$ cat src/logic/trc_regs.svh
`ifndef TRC_REGS_SVH
`define TRC_REGS_SVH
`define TRC_SLOTS         20
`define TRC_SLOT_MIN      9'h001
`define TRC_SLOT_MAX      9'h014
`define TRC_BUZZ_MAX      9'h003
`define TRC_CCHG_MAX      9'h001
`define TRC_ERR_OVR       2
`define TRC_ERR_FRM       1
`define TRC_ERR_PAR       0
`define TRC_RESP_MAX      300
`define TRC_HDR_LEN       13
`define TRC_NUM_LEN       6
`define TRC_TXT_LEN       3
`define TRC_BUZZ_RST      2'h0
`define TRC_CCHG_RST      1'b0
`define TRC_DEF_CURR      10'h0FA
`define TRC_DEF_MAX       12'h064
`define TRC_DEF_MIN       12'h000
`define TRC_DEF_TIME      14'h0258
`define TRC_DEF_MIN_ON    1'b0
`define TRC_DEF_TIME_ON   1'b1
`define TRC_DEF_UNIT_OHM  1'b1
`endif

$ cat src/logic/trc_pkg.sv
package trc_pkg;
    typedef enum logic [3:0] {
        OP_NONE, OP_MEM_CLEAR, OP_MEM_QUERY, OP_MEM_LOAD, OP_MEM_SAVE, OP_START, OP_STATE_Q, OP_STOP,
        OP_ERR_Q, OP_BUZZ_SET, OP_BUZZ_Q, OP_CCHG_SET, OP_CCHG_Q
    } trc_op_t;

    typedef struct packed {
        trc_op_t    op;
        logic       has_data;
        logic       numeric;
        logic [7:0] int_part;
        logic       frac_half;
    } trc_cmd_t;

    typedef struct packed {
        logic [9:0]  curr;
        logic [11:0] max_val;
        logic [11:0] min_val;
        logic        min_on;
        logic [13:0] time_val;
        logic        time_on;
        logic        unit_ohm;
    } trc_setting_t;

    typedef enum logic [1:0] {SCR_NONE, SCR_SAVE, SCR_LOAD, SCR_OPTION} trc_screen_t;
    typedef enum logic [2:0] {RES_PASS, RES_UPPER_LIMIT_FAIL, RES_LOWER_LIMIT_FAIL, RES_PFAIL, RES_NONE} trc_result_t;
    typedef enum logic [2:0] {
        CODE_PASS, CODE_UPPER_FAIL, CODE_LOWER_FAIL, CODE_PROT_FAIL, CODE_READY, CODE_TEST, CODE_OFF
    } trc_state_code_t;

    typedef enum logic [6:0] {
        US_READY = 7'h01, US_TEST = 7'h02, US_PASS = 7'h04, US_UPPER_LIMIT_FAIL = 7'h08,
        US_LOWER_LIMIT_FAIL = 7'h10, US_PFAIL = 7'h20, US_HOLD = 7'h40
    } trc_unit_t;

    typedef enum logic [1:0] {TAG_NUM, TAG_DASH, TAG_OFF} trc_tag_t;
    typedef enum logic [1:0] {RK_STATE, RK_SLOT, RK_NUM} trc_kind_t;

    typedef struct packed {
        trc_kind_t       kind;
        logic            no_hdr;
        trc_state_code_t code;
        logic [7:0]      num;
        trc_setting_t    slot;
        trc_tag_t        min_tag;
        trc_tag_t        time_tag;
    } trc_resp_t;
endpackage : trc_pkg

$ cat src/logic/trc_slot_mem.sv
`timescale 1ns/1ps
module trc_slot_mem #(
    parameter int DEPTH = 20,
    parameter int AW    = 5
) (
    input  wire logic                  clk_i,
    input  wire logic                  we_i,
    input  wire logic [AW-1:0]         waddr_i,
    input  wire trc_pkg::trc_setting_t wdata_i,
    input  wire logic [AW-1:0]         raddr_i,
    output trc_pkg::trc_setting_t      rdata_o
);
    import trc_pkg::*;

    generate
        if (DEPTH < 1 || DEPTH > (1 << AW)) begin : g_chk
            $error("trc_slot_mem: DEPTH does not fit AW");
        end
    endgenerate

    trc_setting_t mem [DEPTH];

    // Slots hold no reset value; power-up content is whatever software saves or clears
    always_ff @(posedge clk_i) begin
        if (we_i) begin
            mem[waddr_i] <= wdata_i;
        end
        rdata_o <= mem[raddr_i];
    end
endmodule : trc_slot_mem

$ cat src/logic/trc_param_round.sv
`timescale 1ns/1ps
module trc_param_round (
    input  wire logic       numeric_i,
    input  wire logic [7:0] int_i,
    input  wire logic       frac_half_i,
    input  wire logic [8:0] lo_i,
    input  wire logic [8:0] hi_i,
    output logic [8:0]      value_o,
    output logic            ok_o
);
    // Rounding widens by one bit so 255.5 cannot wrap into range
    always_comb begin
        value_o = {1'b0, int_i} + {8'h00, frac_half_i};
        ok_o    = numeric_i && (value_o >= lo_i) && (value_o <= hi_i);
    end
endmodule : trc_param_round

$ cat src/logic/trc_core.sv
`timescale 1ns/1ps
`include "trc_regs.svh"
module trc_core (
    input  wire logic                   clk_i,
    input  wire logic                   sys_rst_i,
    input  wire logic                   cmd_valid_i,
    input  wire trc_pkg::trc_cmd_t      cmd_i,
    input  wire logic                   hdr_en_i,
    input  wire trc_pkg::trc_screen_t   screen_i,
    input  wire logic                   lower_fn_i,
    input  wire logic                   endless_fn_i,
    input  wire logic                   hold_fn_i,
    input  wire trc_pkg::trc_setting_t  cur_set_i,
    input  wire logic                   test_end_i,
    input  wire trc_pkg::trc_result_t   result_i,
    input  wire logic                   overrun_i,
    input  wire logic                   framing_i,
    input  wire logic                   parity_i,
    output logic                        resp_valid_o,
    output trc_pkg::trc_resp_t          resp_o,
    output logic                        exec_err_o,
    output logic                        cmd_err_o,
    output logic                        query_err_o,
    output trc_pkg::trc_unit_t          unit_state_o,
    output logic                        test_start_o,
    output logic                        test_stop_o,
    output logic                        momentary_dis_o,
    output logic                        load_o,
    output trc_pkg::trc_setting_t       settings_o,
    output logic [1:0]                  buzzer_o,
    output logic                        live_current_adjust_o,
    output logic [7:0]                  serial_link_error_flags_o
);
    import trc_pkg::*;

    typedef enum logic [1:0] {FS_IDLE = 2'b01, FS_READ = 2'b10} trc_fsm_t;

    typedef struct packed {
        trc_fsm_t     fsm;
        trc_op_t      pend_op;
        trc_unit_t    unit;
        logic [2:0]   err;
        logic [1:0]   buzz;
        logic         cchg;
        logic         mom_dis;
        logic         resp_valid;
        trc_resp_t    resp;
        logic         exec_err;
        logic         cmd_err;
        logic         qry_err;
        logic         start;
        logic         stop;
        logic         load;
        trc_setting_t settings;
    } trc_state_t;

    localparam trc_setting_t DEF_SET = '{
        curr: `TRC_DEF_CURR, max_val: `TRC_DEF_MAX, min_val: `TRC_DEF_MIN, min_on: `TRC_DEF_MIN_ON,
        time_val: `TRC_DEF_TIME, time_on: `TRC_DEF_TIME_ON, unit_ohm: `TRC_DEF_UNIT_OHM};

    function automatic logic [8:0] op_hi(input trc_op_t op);
        unique case (op)
            OP_BUZZ_SET: op_hi = `TRC_BUZZ_MAX;
            OP_CCHG_SET: op_hi = `TRC_CCHG_MAX;
            default:     op_hi = `TRC_SLOT_MAX;
        endcase
    endfunction : op_hi

    function automatic logic [8:0] tag_len(input trc_tag_t t);
        tag_len = (t == TAG_NUM) ? 9'(`TRC_NUM_LEN) : 9'(`TRC_TXT_LEN);
    endfunction : tag_len

    trc_state_t   q, d;
    logic [8:0]   pval;
    logic         pok;
    logic         mem_we;
    logic [4:0]   mem_waddr;
    trc_setting_t mem_wdata;
    logic [4:0]   mem_raddr;
    trc_setting_t mem_rdata;
    logic         is_ready;
    logic         set_ok_state;
    logic [8:0]   resp_len;
    logic [2:0]   err_evt;
    trc_state_code_t code;

    trc_param_round u_round (
        .numeric_i   (cmd_i.numeric),
        .int_i       (cmd_i.int_part),
        .frac_half_i (cmd_i.frac_half),
        .lo_i        ((cmd_i.op == OP_BUZZ_SET || cmd_i.op == OP_CCHG_SET) ? 9'h000 : `TRC_SLOT_MIN),
        .hi_i        (op_hi(cmd_i.op)),
        .value_o     (pval),
        .ok_o        (pok)
    );

    trc_slot_mem #(.DEPTH(`TRC_SLOTS), .AW(5)) u_mem (
        .clk_i   (clk_i),
        .we_i    (mem_we),
        .waddr_i (mem_waddr),
        .wdata_i (mem_wdata),
        .raddr_i (mem_raddr),
        .rdata_o (mem_rdata)
    );

    always_comb begin
        d            = q;
        d.resp_valid = 1'b0;
        d.exec_err   = 1'b0;
        d.cmd_err    = 1'b0;
        d.qry_err    = 1'b0;
        d.start      = 1'b0;
        d.stop       = 1'b0;
        d.load       = 1'b0;
        mem_we       = 1'b0;
        mem_wdata    = cur_set_i;
        mem_waddr    = 5'(pval - 9'h001);
        mem_raddr    = 5'(pval - 9'h001);
        resp_len     = 9'h000;
        is_ready     = (q.unit == US_READY) && (screen_i == SCR_NONE);
        set_ok_state = (q.unit == US_READY) && (screen_i == SCR_NONE || screen_i == SCR_OPTION);
        err_evt      = 3'h0;
        err_evt[`TRC_ERR_OVR] = overrun_i;
        err_evt[`TRC_ERR_FRM] = framing_i;
        err_evt[`TRC_ERR_PAR] = parity_i;
        d.err = q.err | err_evt;

        // Panel shows OFF on screens and on a hold that has no verdict
        unique case (q.unit)
            US_PASS:  code = CODE_PASS;
            US_UPPER_LIMIT_FAIL: code = CODE_UPPER_FAIL;
            US_LOWER_LIMIT_FAIL: code = CODE_LOWER_FAIL;
            US_PFAIL: code = CODE_PROT_FAIL;
            US_TEST:  code = CODE_TEST;
            US_HOLD:  code = CODE_OFF;
            default:  code = CODE_READY;
        endcase
        if (screen_i != SCR_NONE) begin
            code = CODE_OFF;
        end

        if (test_end_i && q.unit == US_TEST) begin
            d.mom_dis = 1'b0;
            unique case (result_i)
                RES_PASS:  d.unit = US_PASS;
                RES_UPPER_LIMIT_FAIL: d.unit = US_UPPER_LIMIT_FAIL;
                RES_LOWER_LIMIT_FAIL: d.unit = US_LOWER_LIMIT_FAIL;
                RES_PFAIL: d.unit = US_PFAIL;
                default:   d.unit = hold_fn_i ? US_HOLD : US_READY;
            endcase
        end

        unique case (q.fsm)
            FS_IDLE: begin
                if (cmd_valid_i) begin
                    unique case (cmd_i.op)
                        OP_MEM_CLEAR, OP_MEM_QUERY, OP_MEM_LOAD, OP_MEM_SAVE: begin
                            if (!is_ready || !pok) begin
                                d.exec_err = 1'b1;
                            end else if (cmd_i.op == OP_MEM_CLEAR) begin
                                mem_we    = 1'b1;
                                mem_wdata = DEF_SET;
                            end else if (cmd_i.op == OP_MEM_SAVE) begin
                                mem_we = 1'b1;
                            end else begin
                                d.pend_op = cmd_i.op;
                                d.fsm     = FS_READ;
                            end
                        end
                        OP_START: begin
                            if (cmd_i.has_data) begin
                                d.cmd_err = 1'b1;
                            end else if (!is_ready) begin
                                d.exec_err = 1'b1;
                            end else begin
                                d.unit    = US_TEST;
                                d.start   = 1'b1;
                                d.mom_dis = 1'b1;
                            end
                        end
                        OP_STOP: begin
                            if (cmd_i.has_data) begin
                                d.cmd_err = 1'b1;
                            end else begin
                                // Stop aborts screens too; nothing is saved or loaded
                                d.unit    = US_READY;
                                d.stop    = 1'b1;
                                d.mom_dis = 1'b0;
                            end
                        end
                        OP_STATE_Q: begin
                            d.resp_valid  = 1'b1;
                            d.resp.kind   = RK_STATE;
                            d.resp.no_hdr = !hdr_en_i;
                            d.resp.code   = code;
                        end
                        OP_ERR_Q: begin
                            d.resp_valid  = 1'b1;
                            d.resp.kind   = RK_NUM;
                            d.resp.no_hdr = 1'b1;
                            d.resp.num    = {5'h00, q.err};
                            d.err         = err_evt;                        // New events win over the clear
                        end
                        OP_BUZZ_SET, OP_CCHG_SET: begin
                            if (!set_ok_state || !pok) begin
                                d.exec_err = 1'b1;
                            end else if (cmd_i.op == OP_BUZZ_SET) begin
                                d.buzz = pval[1:0];
                            end else begin
                                d.cchg = pval[0];
                            end
                        end
                        OP_BUZZ_Q, OP_CCHG_Q: begin
                            d.resp_valid  = 1'b1;
                            d.resp.kind   = RK_NUM;
                            d.resp.no_hdr = !hdr_en_i;
                            d.resp.num    = (cmd_i.op == OP_BUZZ_Q) ? {6'h00, q.buzz} : {7'h00, q.cchg};
                        end
                        default: begin
                            d.cmd_err = 1'b1;
                        end
                    endcase
                end
            end
            FS_READ: begin
                d.fsm = FS_IDLE;
                if (q.pend_op == OP_MEM_LOAD) begin
                    d.settings = mem_rdata;
                    d.load     = 1'b1;
                end else begin
                    d.resp.kind     = RK_SLOT;
                    d.resp.no_hdr   = !hdr_en_i;
                    d.resp.slot     = mem_rdata;
                    d.resp.min_tag  = !lower_fn_i ? TAG_DASH : (!mem_rdata.min_on ? TAG_OFF : TAG_NUM);
                    d.resp.time_tag = endless_fn_i ? TAG_DASH : (!mem_rdata.time_on ? TAG_OFF : TAG_NUM);
                    resp_len = (hdr_en_i ? 9'(`TRC_HDR_LEN) : 9'h000) + 9'(3 * `TRC_NUM_LEN + 3)
                             + tag_len(d.resp.min_tag) + tag_len(d.resp.time_tag);
                    if (resp_len > 9'(`TRC_RESP_MAX)) begin
                        d.qry_err = 1'b1;
                    end else begin
                        d.resp_valid = 1'b1;
                    end
                end
            end
            default: begin
                d.fsm = FS_IDLE;
            end
        endcase
    end

    always_ff @(posedge clk_i or posedge sys_rst_i) begin
        if (sys_rst_i) begin
            q          <= '0;
            q.fsm      <= FS_IDLE;
            q.pend_op  <= OP_NONE;
            q.unit     <= US_READY;
            q.buzz     <= `TRC_BUZZ_RST;
            q.cchg     <= `TRC_CCHG_RST;
            q.settings <= DEF_SET;
        end else begin
            q <= d;
        end
    end

    assign resp_valid_o              = q.resp_valid;
    assign resp_o                    = q.resp;
    assign exec_err_o                = q.exec_err;
    assign cmd_err_o                 = q.cmd_err;
    assign query_err_o               = q.qry_err;
    assign unit_state_o              = q.unit;
    assign test_start_o              = q.start;
    assign test_stop_o               = q.stop;
    assign momentary_dis_o           = q.mom_dis;
    assign load_o                    = q.load;
    assign settings_o                = q.settings;
    assign buzzer_o                  = q.buzz;
    assign live_current_adjust_o     = q.cchg;
    assign serial_link_error_flags_o = {5'h00, q.err};
endmodule : trc_core

$ cat config.mk
export PLATFORM = sky130hd
export DESIGN_NAME = trc_core
export DESIGN_NICKNAME = d
export VERILOG_FILES = /design/src/logic/trc_pkg.sv /design/src/logic/trc_slot_mem.sv /design/src/logic/trc_param_round.sv /design/src/logic/trc_core.sv
export VERILOG_INCLUDE_DIRS = /design/src /design/src/logic
export SDC_FILE = /design/constraint.sdc
export NUM_CORES = 1
export LEC_CHECK = 0
export BUFFER_PORTS_ARGS = -buffer_cell sky130_fd_sc_hd__buf_2
export CAP_MARGIN = 5
export CORE_ASPECT_RATIO = 2
export CORE_MARGIN = 2
export CORE_UTILIZATION = 55
export DETAILED_ROUTE_END_ITERATION = 8
export PLACE_DENSITY = 0.73
export SLEW_MARGIN = 0
export SYNTH_ARGS = -nofsm -noshare
export SYNTH_HDL_FRONTEND = slang
export SYNTH_SLANG_ARGS = --single-unit
$ cat constraint.sdc
create_clock -name clk_i -period 5.5 [get_ports clk_i]
set_input_delay 0.55 -clock clk_i [delete_from_list [all_inputs] [get_ports clk_i]]
set_output_delay 0.55 -clock clk_i [all_outputs]
set_load 0.1 [all_outputs]
### Yosys cells after proc, flatten, opt, wreduce, memory -nomap -nowiden

Memory sizes are Yosys's and may differ from the RTL's. A register that Yosys moved wholly into a read port is not among the register bits.
Index checks and enable logic that the tools add are counted.
Widths: inputs -> output; s select.

* input bits: 82
* memories kept: 1
* logic and storage cells: 193
* bits in writable memories: 1020
* output and inout port bits: 146
* register bits after elaboration: 147

Memories
* u_mem.mem: words 20, bits a word 51, read ports 1, clocked after memory_dff 1, write ports 1, RTL line trc_slot_mem.sv:21 `trc_setting_t mem [DEPTH];`

* bitwise gates (word level): 7
* reductions and logical operators: 34
* add/sub/neg operators: 5
* order comparisons: 3
* equality and inequality tests: 33
* multiplexer cells: 76

Operators by type and width (count)
* $mux 51: 5
* $mux 52: 2
* $mux 35: 1
* $mux 7: 5
* $mux 1: 28
* $pmux 7 s4: 1
* $mux 6: 4
* $mux 2: 11
* $mux 3: 7
* $eq 4x4->1 const B: 5
* $pmux 3 s6: 1
* $eq 4x3->1 const B: 4
* $pmux 8 s2: 1
* $reduce_and 5->1: 3
* $mux 14: 1
* $pmux 7 s2: 1
* $eq 4x2->1 const B: 3
* $pmux 4 s3: 1
* $ne 2x2->1 const B: 5
* $pmux 5 s2: 1
* $reduce_or 10->1: 1
* $add 8x1->9: 1
* $ge 9x1->1: 1
* $gt 8x9->1 const B: 1
* 37 further kinds: 64

### Depth between registers and ports, before layout

* word-level depth: 14
* depth in mapped cells: 13
* depth with buffers taken out: 10

### Modules after synthesis

From an unflattened synthesis, not the netlist that was laid out.

* cells, all modules: 2897
* area total of the unflattened synthesis: 48039.8 um^2

Modules (own cells, without submodules)
* trc_slot_mem: area each 40147.3 um^2, instances 1, cells each 2099, sequential area each 31650.4 um^2
* trc_core: area each 7328.3 um^2, instances 1, cells each 720, sequential area each 3549.7 um^2
* trc_param_round: area each 564.3 um^2, instances 1, cells each 78, sequential area each 0.0 um^2

### Worst setup path after synthesis

No wires, ideal clock.

* path type: input-to-reg
* from: input cmd_i[0] in the netlist's numbering
* to: memory u_mem.mem[12][0] in the netlist's numbering, enable pin
* path buffers: 3
* required time: 5.035 ns
* data arrival time: 4.833 ns
* slack: 0.202 ns
* cell stages on the path: 11
* library setup time: 0.465 ns
* cell sequence: ha_1 -> buf_4 -> buf_4 -> inv_1 -> ha_1 -> inv_1 -> nor3_1 -> nor2_1 -> o22ai_2 -> clkbuf_1 -> nor2b_1

* word-level cells in the longest chain between the ends: 12
* elaborated cells between the ends (all ways): 14
* those cells by class: add/sub (2); order compare (2); mux (6); reduce/logical (4)

RTL lines
* start: declaration: RTL line trc_core.sv:7 `input wire trc_pkg::trc_cmd_t cmd_i,`
* $add 8x1->9 (*): RTL line trc_param_round.sv:13 `value_o = {1'b0, int_i} + {8'h00, frac_half_i};`
* $ge 9x1->1: RTL line trc_param_round.sv:14 `ok_o = numeric_i && (value_o >= lo_i) && (value_o <= hi_i);`
* $logic_and 1x1->1 (2 in series): RTL line trc_param_round.sv:14
* $logic_not 1->1: RTL line trc_core.sv:158 `if (!is_ready || !pok) begin`
* $logic_or 1x1->1: RTL line trc_core.sv:158
* $mux 1: RTL line trc_core.sv:158
* $mux 1: RTL line trc_core.sv:156 `unique case (cmd_i.op)`
* $mux 1: RTL line trc_core.sv:155 `if (cmd_valid_i) begin`
* $mux 1: RTL line trc_core.sv:153 `unique case (q.fsm)`
* $mux 1: RTL line trc_slot_mem.sv:25 `if (we_i) begin`
* $mux 1 (not written as such): RTL line trc_slot_mem.sv:26 `mem[waddr_i] <= wdata_i;`
* end: declaration: RTL line trc_slot_mem.sv:21

Every way passes the cells marked *; elsewhere a longest branch is shown, timed or not.

### Final worst setup path

* from: input cmd_i[1] in the netlist's numbering
* to: memory u_mem.mem[12][16] in the netlist's numbering, enable pin

* word-level cells in the longest chain between the ends: 12
* elaborated cells between the ends (all ways): 14
* those cells by class: add/sub (2); order compare (2); mux (6); reduce/logical (4)

RTL lines
* $add 8x1->9 (*): RTL line trc_param_round.sv:13
* net pval[0]: RTL line trc_core.sv:74 `logic [8:0] pval;`
* $ge 9x1->1: RTL line trc_param_round.sv:14
* $logic_and 1x1->1 (2 in series): RTL line trc_param_round.sv:14
* $logic_not 1->1: RTL line trc_core.sv:158
* $logic_or 1x1->1: RTL line trc_core.sv:158
* $mux 1: RTL line trc_core.sv:158
* $mux 1: RTL line trc_core.sv:156
* $mux 1: RTL line trc_core.sv:155
* $mux 1: RTL line trc_core.sv:153
* $mux 1: RTL line trc_slot_mem.sv:25
* $mux 1 (not written as such): RTL line trc_slot_mem.sv:26

The timed path passes the listed nets; every way through them passes the cells marked *.

==> results by group <==
Critical path
  – CP max FO: 120
  – Arr. time, crit path: 3990 ps
  – CP endpoint kind: register
  – Critical Path Source Type: primary input
  – Critical Path Source: cmd_i[1]
  – CP Class: in -> reg
  – R2R depth: 7
  – Required time of the critical path: 5870 ps
  – FF-to-FF Start: unit_state_o[0]$_DFF_PP1_

STA
  – Skew final: 18.05 ps
  – RSZ-0062 raised after global routing: false
  – Slew @ Worst Pin: 1091 ps
  – Final setup TNS: 0 ps
  – Fin crit period: 3620 ps
  – Final worst slack: 1880 ps
  – Fin crit share: 0.6582
  – Setup violations, final: 0
  – Worst slew margin: 0.2730
  – Max-slew violation count: 0
  – Highest clock rate: 276.2 MHz
  – Fin. Hold Viols: 0

Floorplanning
  – Die H: 417.0 um
  – Die area: 0.08776 mm2
  – Die width: 210.5 um
  – Initial core utilization: 0.5541
  – Top Ports: 228
  – Area of the core: 0.08464 mm2
  – Row count: 151

Clock tree
  – CTS Buf Count: 97
  – Clock transition at path regs: 60 ps
  – Hold buffer count at CTS: 1
  – Clock root buffer master: clkbuf_16
  – CTS H-tree depth: 3
  – Post-CTS Setup Bufs: 0
  – CTS tree: built
  – Worst-Skew Late Latency: 690 ps
  – Cells resized by post-CTS repair: 0
  – Longest Clk Path Bufs: 3
  – CTS sink cnt: 1212

Yosys
  – Post-synth EDFFs: 1020
  – Post-synthesis cell type count: 67
  – Top_reg_cell synth: edfxtp_1
  – #FFs+latches synth: 1212
  – Cells after Synth: 2326
  – Area of the mapped netlist: 0.04690 mm2
  – Fraction of registers with async set/reset: 0.1163
  – Register area share after synthesis: 0.7506
  – Yosys warnings: 0
  – Mapped Avg Cell Area: 20.16 um2

Power
  – Peak supply drop: 0.2301 mV
  – Power Density: 364.8 mW/mm2
  – Lkg Pwr: 18.09 nW

Final layout
  – Nets: 2555
  – Fin cells: 3616
  – Multi-input logic area: 0.01036 mm2
  – Commonest non-fill, non-tap cells in the layout: edfxtp_1 (1020), mux4_2 (254), buf_2 (216)
  – Fillers: 5767
  – Commonest non-fill, non-tap cell in the layout: edfxtp_1
  – Area Growth Syn to Fin: 10.73%
  – Layout cells sized above 1: 0.3451
  – Register area: 0.03520 mm2

GRT
  – GRT Util Overall: 0.2449
  – First-pass GRT wire length: 155200 um
  – Pin count of the biggest net entering global routing: 121
  – Total gr overflow: 0
  – Vias in the first global route: 23857
  – Initial antenna violation count: 5

Route
  – Via count: 22869
  – WL per Instance: 29.21 um
  – Final wirelength: 105600 um
  – Final ANT Viol Nets: 0
  – DR iter-0 viols: 2577
  – Drt via density: 6.324
  – DRC: 0
  – DR pass1 iterations: 5

Run status
  – Status: finished, final reports clean

Place
  – Dpl ws: 1041 ps
  – Final HPWL DP: 58540 um
  – Port Buf Inserts: 216
  – Final Wtd Congestion: 0.7801
  – DP Cell Count: 3432

Min path
  – Hold path startpoint: overrun_i
  – Worst Hold Class: in -> reg
  – Cell count of the worst hold path: 2

Run
  – Max cap viols: 0
-- layout make-up --
class | count | share of cell area
Timing Repair Buffer | 275 | 0.03325
Clock buffer | 133 | 0.05233
Tap cell | 1071 | 0.02581
Sequential cell | 1212 | 0.6779
Antenna cell | 1 | 0.00004819
Clock inverter | 49 | 0.009807
Inverter | 19 | 0.001470
Multi-Input combinational cell | 856 | 0.1994
-- cell usage after synthesis (20+ instances only) --
cell type  number  area (um2)
a22oi_1       102       765.7
and2_4         36       315.3
buf_4         142        1066
clkbuf_1       78       292.8
dfrtp_1       124        3103
dfxtp_1        51        1021
edfxtp_1     1020       30630
mux2_2        105        1182
mux4_2        254        5720
nand2_1        86       322.8
nand2b_1       20       125.1
nand3_1        64       320.3
nor2_1         34       127.6
-- worst max-delay path, stage by stage --
cell and delay (ps):
buf_2 120, ha_4 280, buf_12 630, nor2_1 240
nor3_1 290, nor2_1 130, o22ai_4 680, nor2b_4 730
buf_12 280
-- layer usage --
layer  GRT usage  vias to the layer above  share of wire  wire (um)
li1            -                     9417              -          -
met1      0.3095                    12164           0.37      39050
met2      0.4352                     1107           0.53      56170
met3     0.03814                      179          0.071       7536
met4     0.07830                        2          0.027       2849
met5           0                        -        0.00012         13
-- registers in the layout, summed over array words and instances (netlist names), 2 cells and up --
| signal | flops |
|---|---|
| u_mem.mem | 1020 |
| resp_o | 64 |
| settings_o | 51 |
| u_mem.rdata_o | 51 |
| unit_state_o | 7 |
| q | 6 |
| serial_link_error_flags_o | 3 |
| buzzer_o | 2 |
-- logic make-up after synthesis --
logic type,Yosys count,share of synthesized area
other cells,1,0.00007996
compound gates,158,0.02479
flops,1212,0.7506
fa+ha+maj,12,0.003201
buf+inv,268,0.03428
mux,366,0.1488
simple gates,293,0.03447
xor+xnor,16,0.003762
-- through the flow --
| stage | instance area, um2 | util | hold WS (ps) | power (mW) |
|---|---|---|---|---|
| finish | 51930 | 0.6135 | 47.14 | 18.94 |
| global placement | 48690 | 0.5752 | 453.0 | 12.09 |
| floorplan | 46940 | - | 431.5 | 11.61 |
| CTS | 51930 | 0.6135 | 7.948 | 19.10 |
| detailed placement | 48690 | 0.5752 | 452.8 | 12.13 |
| global route | 51930 | 0.6135 | 43.39 | 19.51 |
-- final timing paths --
check	endpoint	slack (ps)
min reg2reg	q[142]$_DFFE_PP0P_	460
max reg2reg	u_mem.mem[12][16]$_DFFE_PP_	2030
max in group asynchronous	resp_o[42]$_DFFE_PP0P_	3910
min in group asynchronous	settings_o[4]$_DFFE_PP0P_	450
min	serial_link_error_flags_o[2]$_DFF_PP0_	50
max	u_mem.mem[12][16]$_DFFE_PP_	1880
-- power by group --
part           total (mW)  switching [mW]  internal [mW]
clock                7.02            3.15           3.87
sequential           10.2           0.136           10.1
combinational        1.71            1.04          0.672
total                18.9            4.32           14.6
(Power assumes the default switching activity.)
